File: src/timer8_pwm_pkg.sv
// Constants, enumerations and state layout for the 8-bit PWM timer block.
// Assumes an AXI4-Lite master with 8-bit byte addresses and 32-bit data.
package timer8_pwm_pkg;

  ////////////////////////////////////////////////////////////////////////////////
  localparam logic [7:0] CTRL_OFFSET    = 8'h00;
  localparam logic [7:0] COMPARE_OFFSET = 8'h04;
  localparam logic [7:0] COUNT_OFFSET   = 8'h08;
  localparam logic [7:0] STATUS_OFFSET  = 8'h0C;
  localparam logic [7:0] ACTIVE_OFFSET  = 8'h10;

  localparam int WGM_LSB   = 0;
  localparam int COM_LSB   = 2;
  localparam int CS_LSB    = 4;
  localparam int ASYNC_BIT = 7;
  localparam int DDR_BIT   = 8;
  localparam int PORT_BIT  = 9;
  localparam int PSR_BIT   = 10;
  localparam int OVF_BIT   = 0;
  localparam int OCF_BIT   = 1;
  localparam int WAVE_BIT  = 2;
  localparam int DIR_BIT   = 3;

  localparam logic [7:0] COUNT_MAX    = 8'hFF;
  localparam logic [7:0] COUNT_BOTTOM = 8'h00;
  localparam logic [7:0] COUNT_STEP   = 8'h01;

  localparam logic [9:0] MASK_DIV1    = 10'h000;
  localparam logic [9:0] MASK_DIV8    = 10'h007;
  localparam logic [9:0] MASK_DIV32   = 10'h01F;
  localparam logic [9:0] MASK_DIV64   = 10'h03F;
  localparam logic [9:0] MASK_DIV128  = 10'h07F;
  localparam logic [9:0] MASK_DIV256  = 10'h0FF;
  localparam logic [9:0] MASK_DIV1024 = 10'h3FF;

  localparam logic [1:0] RESP_OKAY   = 2'h0;
  localparam logic [1:0] RESP_SLVERR = 2'h2;

  ////////////////////////////////////////////////////////////////////////////////
  typedef enum logic [1:0] {WAVE_NORMAL, WAVE_PHASE, WAVE_CTC, WAVE_FAST} waveform_select_e;
  typedef enum logic [1:0] {COM_NONE, COM_TOGGLE, COM_CLEAR, COM_SET} compare_output_mode_e;
  typedef enum logic [2:0] {CS_STOP, CS_DIV1, CS_DIV8, CS_DIV32, CS_DIV64, CS_DIV128, CS_DIV256,
                            CS_DIV1024} clock_select_e;

  typedef struct packed {
    logic                 port_level;
    logic                 ddr;
    logic                 async_sel;
    clock_select_e        cs;
    compare_output_mode_e com;
    waveform_select_e     wgm;
  } ctrl_s;

  typedef struct packed {
    ctrl_s       ctrl;
    logic [7:0]  compare_buf;
    logic [7:0]  compare_act;
    logic [7:0]  count;
    logic        count_down;
    logic        wave;
    logic        ovf;
    logic        ocf;
    logic [9:0]  presc;
    logic        tosc_prev;
    logic        pin_out;
    logic        pin_oe;
    logic        awready;
    logic        wready;
    logic        bvalid;
    logic [1:0]  bresp;
    logic        arready;
    logic        rvalid;
    logic [31:0] rdata;
    logic [1:0]  rresp;
    logic        aw_got;
    logic [7:0]  aw_addr;
    logic        w_got;
    logic [31:0] wdata;
    logic [3:0]  wstrb;
  } timer_state_s;

  localparam timer_state_s STATE_RESET = '{
    ctrl: '{port_level: 1'b0, ddr: 1'b0, async_sel: 1'b0, cs: CS_STOP, com: COM_NONE, wgm: WAVE_NORMAL},
    compare_buf: 8'h00, compare_act: 8'h00, count: 8'h00, count_down: 1'b0, wave: 1'b0,
    ovf: 1'b0, ocf: 1'b0, presc: 10'h000, tosc_prev: 1'b0, pin_out: 1'b0, pin_oe: 1'b0,
    awready: 1'b1, wready: 1'b1, bvalid: 1'b0, bresp: 2'h0, arready: 1'b1, rvalid: 1'b0,
    rdata: 32'h0000_0000, rresp: 2'h0, aw_got: 1'b0, aw_addr: 8'h00, w_got: 1'b0,
    wdata: 32'h0000_0000, wstrb: 4'h0};

endpackage

File: src/timer8_pwm.sv
// 8-bit timer with fast and phase-correct PWM waveform generation behind an AXI4-Lite slave.
// Assumes a single 125 MHz sys_clk; tosc_in is a slow oscillator level already synchronous to it.
//
// Behaviour
// - Fast PWM sets the overflow flag whenever the count reaches maximum.
// - Fast PWM output mode 2 gives non-inverted PWM, mode 3 inverted PWM.
// - Fast PWM sets or clears wave on match, opposite level when wrapping max to bottom.
// - Fast PWM period is 256 ticks; tick is clock divided by 1,8,32,64,128,256,1024.
// - Fast PWM compare at bottom gives a one-tick spike every 256 ticks.
// - Fast PWM compare at maximum holds output constant, level set by polarity.
// - Fast PWM output mode 1 toggles wave on every compare match.
// - Compare value is double buffered in fast PWM, unlike the clear-on-match mode.
// - Waveform select 1 is phase-correct PWM, counting up to max then down.
// - Phase-correct non-inverting clears on up-count match, sets on down-count match.
// - Phase-correct resolution is 8 bits; count stays at max one tick, then descends.
// - Phase-correct sets the overflow flag whenever the count reaches bottom.
// - Phase-correct period is 510 ticks of the prescaled clock.
// - Phase-correct compare bottom gives constant low, maximum constant high, non-inverted.
// - Leaving a maximum compare value, wave at maximum takes the up-count match result.
// - A missed up-count match is made up at maximum to keep symmetry.
// - Wave reaches the pin only while the pin direction is output.
// - Tick is a clock enable; async mode uses the timer oscillator instead.
// - Waveform select 3 is fast PWM, counting to max then bottom next tick.
// - Maximum count is 0xFF, bottom 0x00.
// - Output mode 0 leaves wave unchanged on compare matches in every mode.
`timescale 1ns/1ps

module timer8_pwm
  import timer8_pwm_pkg::*;
(
  input  wire logic        sys_clk,
  input  wire logic        rst_b,
  input  wire logic        tosc_in,
  input  wire logic [7:0]  s_axi_awaddr,
  input  wire logic        s_axi_awvalid,
  output logic             s_axi_awready,
  input  wire logic [31:0] s_axi_wdata,
  input  wire logic [3:0]  s_axi_wstrb,
  input  wire logic        s_axi_wvalid,
  output logic             s_axi_wready,
  output logic [1:0]       s_axi_bresp,
  output logic             s_axi_bvalid,
  input  wire logic        s_axi_bready,
  input  wire logic [7:0]  s_axi_araddr,
  input  wire logic        s_axi_arvalid,
  output logic             s_axi_arready,
  output logic [31:0]      s_axi_rdata,
  output logic [1:0]       s_axi_rresp,
  output logic             s_axi_rvalid,
  input  wire logic        s_axi_rready,
  output logic             wave_pin_out,
  output logic             wave_pin_oe,
  output logic             overflow_flag,
  output logic             compare_match_flag
);

  ////////////////////////////////////////////////////////////////////////////////
  // Reset release through two flip-flops; assertion stays asynchronous.
  logic [1:0] rst_sync_ff;
  logic       rst_n;

  always_ff @(posedge sys_clk or negedge rst_b)
  begin
    if (!rst_b)
      rst_sync_ff <= 2'h0;
    else
      rst_sync_ff <= {rst_sync_ff[0], 1'b1};
  end

  assign rst_n = rst_sync_ff[1];

  ////////////////////////////////////////////////////////////////////////////////
  timer_state_s st_ff;
  timer_state_s nxt_st;

  logic       wr_fire;
  logic       rd_fire;
  logic       wr_ctrl;
  logic       wr_compare;
  logic       wr_count;
  logic       wr_status;
  logic       wr_mapped;
  logic       src_en;
  logic       tick;
  logic       at_max;
  logic       at_bot;
  logic       match;
  logic       pwm_mode;
  logic [9:0] presc_mask;

  assign wr_fire    = st_ff.aw_got && st_ff.w_got && !st_ff.bvalid;
  assign rd_fire    = s_axi_arvalid && st_ff.arready;
  assign wr_ctrl    = wr_fire && (st_ff.aw_addr == CTRL_OFFSET);
  assign wr_compare = wr_fire && (st_ff.aw_addr == COMPARE_OFFSET) && st_ff.wstrb[0];
  assign wr_count   = wr_fire && (st_ff.aw_addr == COUNT_OFFSET) && st_ff.wstrb[0];
  assign wr_status  = wr_fire && (st_ff.aw_addr == STATUS_OFFSET) && st_ff.wstrb[0];
  assign wr_mapped  = (st_ff.aw_addr == CTRL_OFFSET) || (st_ff.aw_addr == COMPARE_OFFSET)
                   || (st_ff.aw_addr == COUNT_OFFSET) || (st_ff.aw_addr == STATUS_OFFSET)
                   || (st_ff.aw_addr == ACTIVE_OFFSET);

  // The oscillator is slow against sys_clk, so one rising edge gives one enable pulse.
  assign src_en = st_ff.ctrl.async_sel ? (tosc_in && !st_ff.tosc_prev) : 1'b1;

  always_comb
  begin
    unique case (st_ff.ctrl.cs)
      CS_STOP:    presc_mask = MASK_DIV1;
      CS_DIV1:    presc_mask = MASK_DIV1;
      CS_DIV8:    presc_mask = MASK_DIV8;
      CS_DIV32:   presc_mask = MASK_DIV32;
      CS_DIV64:   presc_mask = MASK_DIV64;
      CS_DIV128:  presc_mask = MASK_DIV128;
      CS_DIV256:  presc_mask = MASK_DIV256;
      CS_DIV1024: presc_mask = MASK_DIV1024;
    endcase
  end

  assign tick = src_en && (st_ff.ctrl.cs != CS_STOP) && ((st_ff.presc & presc_mask) == presc_mask);

  assign at_max   = (st_ff.count == COUNT_MAX);
  assign at_bot   = (st_ff.count == COUNT_BOTTOM);
  assign match    = (st_ff.count == st_ff.compare_act);
  assign pwm_mode = (st_ff.ctrl.wgm == WAVE_FAST) || (st_ff.ctrl.wgm == WAVE_PHASE);

  ////////////////////////////////////////////////////////////////////////////////
  always_comb
  begin
    nxt_st = st_ff;
    nxt_st.tosc_prev = tosc_in;

    // Write channels are taken independently; the write itself waits for both.
    if (s_axi_awvalid && st_ff.awready)
    begin
      nxt_st.aw_got  = 1'b1;
      nxt_st.aw_addr = s_axi_awaddr;
    end
    if (s_axi_wvalid && st_ff.wready)
    begin
      nxt_st.w_got = 1'b1;
      nxt_st.wdata = s_axi_wdata;
      nxt_st.wstrb = s_axi_wstrb;
    end
    if (st_ff.bvalid && s_axi_bready)
      nxt_st.bvalid = 1'b0;
    if (wr_fire)
    begin
      nxt_st.aw_got = 1'b0;
      nxt_st.w_got  = 1'b0;
      nxt_st.bvalid = 1'b1;
      nxt_st.bresp  = wr_mapped ? RESP_OKAY : RESP_SLVERR;
    end

    // Flags clear first so that a hardware set in the same cycle wins.
    if (wr_status && st_ff.wdata[OVF_BIT])
      nxt_st.ovf = 1'b0;
    if (wr_status && st_ff.wdata[OCF_BIT])
      nxt_st.ocf = 1'b0;

    // Prescaler.
    if (wr_ctrl && st_ff.wstrb[1] && st_ff.wdata[PSR_BIT])
      nxt_st.presc = 10'h000;
    else if (src_en)
      nxt_st.presc = st_ff.presc + 10'h001;

    // Outside the PWM modes the compare value takes effect at once.
    if (!pwm_mode)
      nxt_st.compare_act = st_ff.compare_buf;

    if (tick)
    begin
      if (match)
        nxt_st.ocf = 1'b1;
      unique case (st_ff.ctrl.wgm)
        WAVE_FAST:
        begin
          nxt_st.count = at_max ? COUNT_BOTTOM : st_ff.count + COUNT_STEP;
          if (nxt_st.count == COUNT_MAX)
            nxt_st.ovf = 1'b1;
          if (at_max)
            nxt_st.compare_act = st_ff.compare_buf;
          if (match)
          begin
            unique case (st_ff.ctrl.com)
              COM_NONE:   nxt_st.wave = st_ff.wave;
              COM_TOGGLE: nxt_st.wave = !st_ff.wave;
              COM_CLEAR:  nxt_st.wave = 1'b0;
              COM_SET:    nxt_st.wave = 1'b1;
            endcase
          end
          // The wrap action comes last, so a compare at maximum holds the level and at bottom leaves a spike.
          if (at_max && (st_ff.ctrl.com == COM_CLEAR))
            nxt_st.wave = 1'b1;
          if (at_max && (st_ff.ctrl.com == COM_SET))
            nxt_st.wave = 1'b0;
        end
        WAVE_PHASE:
        begin
          if (!st_ff.count_down)
          begin
            if (at_max)
            begin
              nxt_st.count      = COUNT_MAX - COUNT_STEP;
              nxt_st.count_down = 1'b1;
            end
            else
              nxt_st.count = st_ff.count + COUNT_STEP;
          end
          else
          begin
            if (at_bot)
            begin
              nxt_st.count      = COUNT_BOTTOM + COUNT_STEP;
              nxt_st.count_down = 1'b0;
            end
            else
              nxt_st.count = st_ff.count - COUNT_STEP;
          end
          if (nxt_st.count == COUNT_BOTTOM)
            nxt_st.ovf = 1'b1;
          if (at_max)
            nxt_st.compare_act = st_ff.compare_buf;
          if (st_ff.ctrl.com == COM_CLEAR || st_ff.ctrl.com == COM_SET)
          begin
            if (match)
            begin
              if (!st_ff.count_down)
                nxt_st.wave = (st_ff.ctrl.com == COM_SET);
              else
                nxt_st.wave = (st_ff.ctrl.com == COM_CLEAR);
            end
            // At maximum the level is forced to the up-count result for symmetry around bottom.
            if (at_max)
              nxt_st.wave = (st_ff.ctrl.com == COM_SET);
            if (nxt_st.compare_act == COUNT_BOTTOM)
              nxt_st.wave = (st_ff.ctrl.com == COM_SET);
            else if (nxt_st.compare_act == COUNT_MAX)
              nxt_st.wave = (st_ff.ctrl.com == COM_CLEAR);
          end
        end
        WAVE_CTC:
        begin
          nxt_st.count = match ? COUNT_BOTTOM : st_ff.count + COUNT_STEP;
          if (at_max && !match)
            nxt_st.ovf = 1'b1;
          if (match && st_ff.ctrl.com == COM_TOGGLE)
            nxt_st.wave = !st_ff.wave;
        end
        WAVE_NORMAL:
        begin
          nxt_st.count = st_ff.count + COUNT_STEP;
          if (at_max)
            nxt_st.ovf = 1'b1;
          if (match && st_ff.ctrl.com == COM_TOGGLE)
            nxt_st.wave = !st_ff.wave;
        end
      endcase
    end

    // Register writes take effect after the timer step so that software wins over the count.
    if (wr_ctrl && st_ff.wstrb[0])
    begin
      nxt_st.ctrl.wgm       = waveform_select_e'(st_ff.wdata[WGM_LSB +: 2]);
      nxt_st.ctrl.com       = compare_output_mode_e'(st_ff.wdata[COM_LSB +: 2]);
      nxt_st.ctrl.cs        = clock_select_e'(st_ff.wdata[CS_LSB +: 3]);
      nxt_st.ctrl.async_sel = st_ff.wdata[ASYNC_BIT];
    end
    if (wr_ctrl && st_ff.wstrb[1])
    begin
      nxt_st.ctrl.ddr        = st_ff.wdata[DDR_BIT];
      nxt_st.ctrl.port_level = st_ff.wdata[PORT_BIT];
    end
    if (wr_compare)
      nxt_st.compare_buf = st_ff.wdata[7:0];
    if (wr_count)
    begin
      nxt_st.count      = st_ff.wdata[7:0];
      nxt_st.count_down = 1'b0;
    end

    // Pin override; wave_pin_out carries the wave whenever an output mode is set, and only wave_pin_oe follows the direction.
    nxt_st.pin_oe  = nxt_st.ctrl.ddr;
    nxt_st.pin_out = (nxt_st.ctrl.com != COM_NONE) ? nxt_st.wave : nxt_st.ctrl.port_level;

    nxt_st.awready = !nxt_st.aw_got && !nxt_st.bvalid;
    nxt_st.wready  = !nxt_st.w_got && !nxt_st.bvalid;

    // Read channel: answer one cycle after the address is taken.
    if (st_ff.rvalid && s_axi_rready)
    begin
      nxt_st.rvalid  = 1'b0;
      nxt_st.arready = 1'b1;
    end
    if (rd_fire)
    begin
      nxt_st.arready = 1'b0;
      nxt_st.rvalid  = 1'b1;
      nxt_st.rresp   = RESP_OKAY;
      nxt_st.rdata   = 32'h0000_0000;
      unique case (s_axi_araddr)
        CTRL_OFFSET:
        begin
          nxt_st.rdata[WGM_LSB +: 2] = st_ff.ctrl.wgm;
          nxt_st.rdata[COM_LSB +: 2] = st_ff.ctrl.com;
          nxt_st.rdata[CS_LSB +: 3]  = st_ff.ctrl.cs;
          nxt_st.rdata[ASYNC_BIT]    = st_ff.ctrl.async_sel;
          nxt_st.rdata[DDR_BIT]      = st_ff.ctrl.ddr;
          nxt_st.rdata[PORT_BIT]     = st_ff.ctrl.port_level;
        end
        COMPARE_OFFSET: nxt_st.rdata[7:0] = st_ff.compare_buf;
        COUNT_OFFSET:   nxt_st.rdata[7:0] = st_ff.count;
        STATUS_OFFSET:
        begin
          nxt_st.rdata[OVF_BIT]  = st_ff.ovf;
          nxt_st.rdata[OCF_BIT]  = st_ff.ocf;
          nxt_st.rdata[WAVE_BIT] = st_ff.wave;
          nxt_st.rdata[DIR_BIT]  = st_ff.count_down;
        end
        ACTIVE_OFFSET:  nxt_st.rdata[7:0] = st_ff.compare_act;
        default:        nxt_st.rresp = RESP_SLVERR;
      endcase
    end
  end

  always_ff @(posedge sys_clk or negedge rst_n)
  begin
    if (!rst_n)
      st_ff <= STATE_RESET;
    else
      st_ff <= nxt_st;
  end

  ////////////////////////////////////////////////////////////////////////////////
  assign s_axi_awready      = st_ff.awready;
  assign s_axi_wready       = st_ff.wready;
  assign s_axi_bvalid       = st_ff.bvalid;
  assign s_axi_bresp        = st_ff.bresp;
  assign s_axi_arready      = st_ff.arready;
  assign s_axi_rvalid       = st_ff.rvalid;
  assign s_axi_rdata        = st_ff.rdata;
  assign s_axi_rresp        = st_ff.rresp;
  assign wave_pin_out       = st_ff.pin_out;
  assign wave_pin_oe        = st_ff.pin_oe;
  assign overflow_flag      = st_ff.ovf;
  assign compare_match_flag = st_ff.ocf;
endmodule // timer8_pwm

File: config.mk
export PLATFORM = sky130hd
export DESIGN_NAME = timer8_pwm
export DESIGN_NICKNAME = d
export VERILOG_FILES = /design/src/timer8_pwm_pkg.sv /design/src/timer8_pwm.sv
export SDC_FILE = /design/constraint.sdc
export NUM_CORES = 1
export LEC_CHECK = 0
export BUFFER_PORTS_ARGS = -buffer_cell sky130_fd_sc_hd__buf_2
export CORE_MARGIN = 2
export CORE_UTILIZATION = 50
export CTS_CLUSTER_DIAMETER = 80
export DETAILED_ROUTE_END_ITERATION = 12
export PLACE_DENSITY = 0.73
export SYNTH_ARGS = -nofsm -noshare
export SYNTH_HDL_FRONTEND = slang
export SYNTH_SLANG_ARGS = --single-unit
File: constraint.sdc
create_clock -name sys_clk -period 6.65 [get_ports sys_clk]
set_input_delay 0.3325 -clock sys_clk [delete_from_list [all_inputs] [get_ports sys_clk]]
set_output_delay 0.3325 -clock sys_clk [all_outputs]
set_load 0.01 [all_outputs]
==> results of run 1 <==
[area by class of cell]
cell class / count / share of cell area
clock buffer: 13 / 0.02724
clock inverter: 3 / 0.007506
inverter: 15 / 0.009650
multi-input combinational: 405 / 0.4778
sequential: 92 / 0.3959
tap: 140 / 0.03002
timing repair buffer: 59 / 0.05190
[cells by family after synthesis]
logic type	count (synthesis)
xor+xnor	20
simple gates	167
mux	60
compound gates	129
flops	92
other cells	2
fa+ha+maj	4
buf+inv	79
[per-layer routing]
metal  track usage  part of all wire  wire (µm)
met3       0.04521             0.069        855
met4       0.08791             0.022        275
met5             0                 0          0
met1        0.3081              0.44       5427
met2        0.3554              0.47       5847
[final timing paths]
kind | start | end | slack [ns] | cells past startpoint
min in group asynchronous | rst_b | rst_sync_ff[1]$_DFF_PN0_ | 0.28 | 2
min | tosc_in | st_ff[89]$_DFF_PN0_ | 0.09 | 1
max reg2reg | st_ff[104]$_DFFE_PN0P_ | wave_pin_out$_DFF_PN0_ | 3.66 | 8
max | st_ff[104]$_DFFE_PN0P_ | wave_pin_out$_DFF_PN0_ | 3.66 | 8
max in group asynchronous | rst_sync_ff[1]$_DFF_PN0_ | st_ff[1]$_DFFE_PN0P_ | 5.39 | 0
min reg2reg | rst_sync_ff[0]$_DFF_PN0_ | rst_sync_ff[1]$_DFF_PN0_ | 0.37 | 0
[Yosys cell counts, types with 5 or more instances]
master	number	share of area
nand2_1	42	0.029
o21ai_0	40	0.037
or3_1	6	0.0069
nand3_1	13	0.012
mux2_2	53	0.11
nor2_1	34	0.023
and2_1	6	0.0069
mux2i_1	7	0.013
xnor2_1	6	0.0096
clkbuf_1	16	0.011
a31oi_1	8	0.0092
a22oi_1	10	0.014
buf_4	38	0.052
inv_1	15	0.010
dfrtp_1	89	0.41
nor3_1	16	0.015
buf_2	8	0.0073
and3_1	7	0.0080
xor2_1	14	0.022
nor4_1	7	0.0080
a21oi_1	18	0.017
nand4_1	9	0.010
a22o_1	5	0.0080
[repair_timing]
action | 4_1_cts | 5_1_grt
hold endpoints to repair | 2 | 0
hold buffers | 1 | 0
endpoints found under the setup margin | 0 | 0
[state kept, by name (all words and copies together) (netlist names)]
| name | count |
|---|---|
| s_axi_wready | 1 |
| s_axi_bvalid | 1 |
| wave_pin_oe | 1 |
| s_axi_bresp | 1 |
| overflow_flag | 1 |
| s_axi_arready | 1 |
| rst_sync_ff | 2 |
| s_axi_awready | 1 |
| s_axi_rresp | 1 |
| st_ff | 69 |
| compare_match_flag | 1 |
| s_axi_rdata | 10 |
| wave_pin_out | 1 |
| s_axi_rvalid | 1 |
[power breakdown]
part	switching, mW	internal, mW
Clock	0.186	0.195
Sequential	0.265	0.721
Combinational	0.360	0.332
[through the flow]
step / hold slack, ns / setup slack, ns / power, mW / utilization
finish: 0.08974 / 3.659 / 2.059 / 0.5430
global route: 0.07587 / 3.514 / 2.196 / 0.5430
CTS: 0.07740 / 3.688 / 2.064 / 0.5430
detailed placement: 0.1218 / 3.732 / 1.677 / 0.5232
global placement: 0.1161 / 3.744 / 1.650 / 0.5232
floorplan: 0.03691 / 3.903 / 1.494 / -
==> metrics.md, run 1 <==
| Metric | Value |
|---|---|
| Status | `finished clean` |
| Die Span Y | `108.5 µm` |
| Ys async rst share | `1.000` |
| Simple-gate share of the synthesized area | `0.1678` |
| Largest net degree at the start of global routing | `91` |
| CTS max path bufs | `2` |
| Seq/Total Area, Yosys | `0.4225` |
| Fin Clk Skew | `0.007980 ns` |
| Antenna cells | `0` |
| Clk sinks | `92` |
| CTS tree | `yes` |
| Initial drt markers | `308` |
| Num rows | `38` |
| Share of layout cells above drive strength 1 | `0.2521` |
| DRC | `0` |
| Slew HR | `0.2581` |
| Post-CTS setup repair buffer count | `0` |
| Setup crit end kind | `flip-flop` |
| Highest clock rate | `0.3344 GHz` |
| Count of input and output buffers | `57` |
| DIE AREA | `11770 µm²` |
| Slowest-stage cell, CP | `nor2_1` |
| Placed Cells incl. Taps | `710` |
| Vias in the first global route | `4064` |
| Post-Synthesis Cells | `553` |
| Layout Nets | `646` |
| Post-CTS sizing | `0` |
| Synth Area in XOR/XNOR | `0.03210` |
| Most frequent cells in the layout | `dfrtp_1, buf_2, mux2_2` |
| Mux share of post-synthesis cell area | `0.1222` |
| DP Wirelength | `8967 µm` |
| Final min period | `2.991 ns` |
| Final ANT Viol Nets | `0` |
| Die width | `108.5 µm` |
| Crit-path max cell delay | `0.70 ns` |
| Area after DPL | `5622 µm²` |
| Buf+Inv Stages, Crit Path | `0` |
| Setup violations, final | `0` |
| Ys flop type | `dfrtp_1` |
| CP Max Fanout | `13` |
| YS warnings | `0` |
| Global Route Usage Sum | `0.2261` |
| Routed WL per cell | `17.06 µm` |
| Final Hold Viols | `0` |
| Largest delay share family, worst path | `simple AND/OR/NAND/NOR gates` |
| Post-synth EDFFs | `0` |
| Final instance area | `5834 µm²` |
| Clock transition at path regs | `0.09 ns` |
| Initial antenna violation count | `0` |
| TNS Setup | `0 ns` |
| Crit path cell chain | `ha_1, nand3_1, nor2_1, nor3_1, a2111oi_2, and2_1, o21ai_0, a31oi_1` |
| Least-Margin Pin Slew | `1.113 ns` |
| Leak Pwr | `2.607 nW` |
| Effective utilization at floorplan | `0.5079` |
| Footprint of the multi-input gates | `2788 µm²` |
| Finished Layout Cells | `727` |
| Synthesis-stage register bit count | `92` |
| Crit path DAT | `3.26 ns` |
| Maximum VDD drop | `0.2683 mV` |
| Vias per inst | `5.869` |
| Critical Path Source Type | `flip-flop` |
| First-pass GRT wire length | `20820 µm` |
| Pre-antenna DRT Iters | `5` |
| Max-cap violations | `0` |
| Worst Hold Class | `primary input to flip-flop` |
| Post-synthesis cell type count | `72` |
| H-tree Lvls | `3` |
| Filler Cell Count | `965` |
| RD Place Congestion | `0.9372` |
| Compound-Gate Fraction of Synth Area | `0.1623` |
| Final WL | `12410 µm` |
| Worst EP required | `6.92 ns` |
| Area Overhead vs Synth | `6.901%` |
| Clock Latency Late Sink | `0.36 ns` |
| Netlist Area Pre-Place | `5458 µm²` |
| Category of the most critical setup path | `flip-flop to flip-flop` |
| Reg area | `2310 µm²` |
| RSZ-0062 raised after global routing | `no` |
| Max-slew violation count | `0` |
| Core area | `10750 µm²` |
| Via count | `4267` |
| Post-Syn Area per Cell | `9.869 µm²` |
| Grt ovf | `0` |
| Synth Area in Adders | `0.009170` |
| Root Driver | `clkbuf_8` |
| Largest family of logic cells by synthesized area | `simple AND/OR/NAND/NOR gates` |
| CTS Buf Count | `9` |
| Final period util | `0.4497` |
| Most common cell after layout, fill and taps aside | `dfrtp_1` |
| Pwr dens | `352.9 nW/µm²` |
| # IOs | `105` |
Note: power is estimated with default switching activity, not from simulation.
==> inputs of run 2 (changes only) <==
--- a/config.mk
+++ b/config.mk
@@ -10,7 +10,7 @@
 export CORE_UTILIZATION = 50
 export CTS_CLUSTER_DIAMETER = 80
 export DETAILED_ROUTE_END_ITERATION = 12
-export PLACE_DENSITY = 0.73
+export PLACE_DENSITY = 0.76
 export SYNTH_ARGS = -nofsm -noshare
 export SYNTH_HDL_FRONTEND = slang
 export SYNTH_SLANG_ARGS = --single-unit
==> constraint.sdc (replaced) <==
create_clock -name sys_clk -period 2.66 [get_ports sys_clk]
set_input_delay 0.133 -clock sys_clk [delete_from_list [all_inputs] [get_ports sys_clk]]
set_output_delay 0.133 -clock sys_clk [all_outputs]
set_load 0.01 [all_outputs]
==> run 2 against run 1 <==
  * First-iteration DRC count is 26% higher
  * Sequential share of layout area is 2.4 points lower
  * Cell count rose by 5.6%
  * Sequential power is 140% higher
  * Largest power group unchanged
  * Largest cell class unchanged
  * Clock power is 130% higher
  * Routed wire length increased by 3.6%
==> metrics.md, run 2 (synthesized netlist as in run 1, its figures left out) <==
| Metric | Value |
|---|---|
| Status | `finished clean` |
| DP Wirelength | `9233 µm` |
| Pre-antenna DRT Iters | `5` |
| Final ANT Viol Nets | `0` |
| Critical Path Source Type | `flip-flop` |
| Final core utilization | `0.5777` |
| Share of layout cells above drive strength 1 | `0.2596` |
| Clock Latency Late Sink | `0.37 ns` |
| Max-cap violations | `0` |
| Clk sinks | `92` |
| Setup violations, final | `0` |
| Final WL | `12860 µm` |
| CTS Buf Count | `9` |
| Layout Nets | `687` |
| Via count | `4440` |
| Category of the most critical setup path | `flip-flop to flip-flop` |
| GR met1 Demand/Resource | `0.3053` |
| Effective utilization at floorplan | `0.5079` |
| Root Driver | `clkbuf_8` |
| Hold Crit Depth | `2` |
| Placed Cells incl. Taps | `725` |
| CTS max path bufs | `2` |
| Final instance area | `6207 µm²` |
| Finished Layout Cells | `768` |
| Num rows | `38` |
| GRT met2 Usage | `0.3728` |
| Vias per inst | `5.781` |
| Worst EP required | `2.90 ns` |
| TNS Setup | `0 ns` |
| Most flops, register | `st_ff` |
| Final Hold Viols | `0` |
| # IOs | `105` |
| DIE AREA | `11770 µm²` |
| Final min period | `2.473 ns` |
| RD Place Congestion | `0.9414` |
| Initial drt markers | `387` |
| Count of input and output buffers | `57` |
| Pwr dens | `841.3 nW/µm²` |
| Global Route Usage Sum | `0.2323` |
| Reg2reg setup slack | `0.19 ns` |
| Worst Hold Class | `primary input to flip-flop` |
| Clock transition at path regs | `0.08 ns` |
| Slew HR | `0.5533` |
| Filler Cell Count | `939` |
| Least-Margin Pin Slew | `0.6701 ns` |
| Largest net degree at the start of global routing | `52` |
| Die Span Y | `108.5 µm` |
| Setup crit end kind | `flip-flop` |
| Most frequent cells in the layout | `dfrtp_1, buf_2, mux2_2` |
| Worst reg2reg path depth | `7` |
| Max-slew violation count | `0` |
| Maximum VDD drop | `0.5626 mV` |
| Vias in the first global route | `4279` |
| First-pass GRT wire length | `21130 µm` |
| Die width | `108.5 µm` |
| Initial antenna violation count | `0` |
| Crit path DAT | `2.71 ns` |
| Leak Pwr | `2.788 nW` |
| Max reg flops | `69` |
| RSZ-0062 raised after global routing | `no` |
| Routed WL per cell | `16.74 µm` |
| DRC | `0` |
| Post-CTS setup repair buffer count | `0` |
| Most crowded layer after global routing | `met2` |
| Area after DPL | `5747 µm²` |
| Fin Clk Skew | `0.006194 ns` |
| Most common cell after layout, fill and taps aside | `dfrtp_1` |
| Highest clock rate | `0.4043 GHz` |
| CP Max Fanout | `13` |
| Core area | `10750 µm²` |
| Final period util | `0.9298` |
| Grt ovf | `0` |
| Met3 Use GR | `0.04762` |
| H-tree Lvls | `3` |
| Area Overhead vs Synth | `13.73%` |
| CTS tree | `yes` |
| Antenna cells | `0` |
run 2: repair_timing:
item,in CTS,in global routing
gates resized for setup,0,0
endpoints found under the hold margin,27,0
hold buffers,27,0
run 2: through the flow:
stage / hold WS, ns / worst slack [ns] / power [mW]
2_1_floorplan: -0.1626 / 0.5620 / 3.734
3_3_place_gp: -0.08233 / 0.3309 / 4.211
3_5_place_dp: -0.08021 / 0.2808 / 4.270
4_1_cts: 0.02277 / 0.2405 / 5.208
5_1_grt: 0.005525 / 0.07290 / 5.591
6_report: 0.02669 / 0.1866 / 5.222
run 2: report_power, final:
part / total, mW / switching, mW / internal [mW]
logic: 2.00 / 1.07 / 0.930
registers: 2.33 / 0.521 / 1.81
clock network: 0.893 / 0.472 / 0.421
run 2: path summary, 6_finish.rpt:
check	from	to
setup / recovery	st_ff[111]$_DFFE_PN0P_	wave_pin_out$_DFF_PN0_
hold / removal	s_axi_awaddr[4]	st_ff[41]$_DFFE_PN0P_
setup reg to reg	st_ff[111]$_DFFE_PN0P_	wave_pin_out$_DFF_PN0_
hold reg to reg	rst_sync_ff[1]$_DFF_PN0_	wave_pin_oe$_DFFE_PN0P_
max in group asynchronous	rst_sync_ff[1]$_DFF_PN0_	s_axi_wready$_DFF_PN1_
min in group asynchronous	rst_b	rst_sync_ff[1]$_DFF_PN0_
run 2: cell type report:
class	count	area (µm²)	area share
sequential	92	2310	0.3721
timing repair buffer	100	688.2	0.1109
clock buffer	14	172.7	0.02782
inverter	15	56.30	0.009071
clock inverter	2	17.52	0.002822
multi-input combinational	405	2788	0.4491
tap	140	175.2	0.02822
run 2: metal layers:
layer  up-vias  wire, µm
met5         -         0
li1       2094         -
met1      2138      5548
met2       178      6143
met4         0       347
met3        30       818
run 2: worst max-delay path, cell delays in order (launching register included):
cell      delay [ns]
dfrtp_1         0.68
xor2_1          0.20
nor4_4          0.37
and2_1          0.35
nand3b_1        0.14
a21bo_2         0.23
a32oi_1         0.24
a31oi_1         0.12
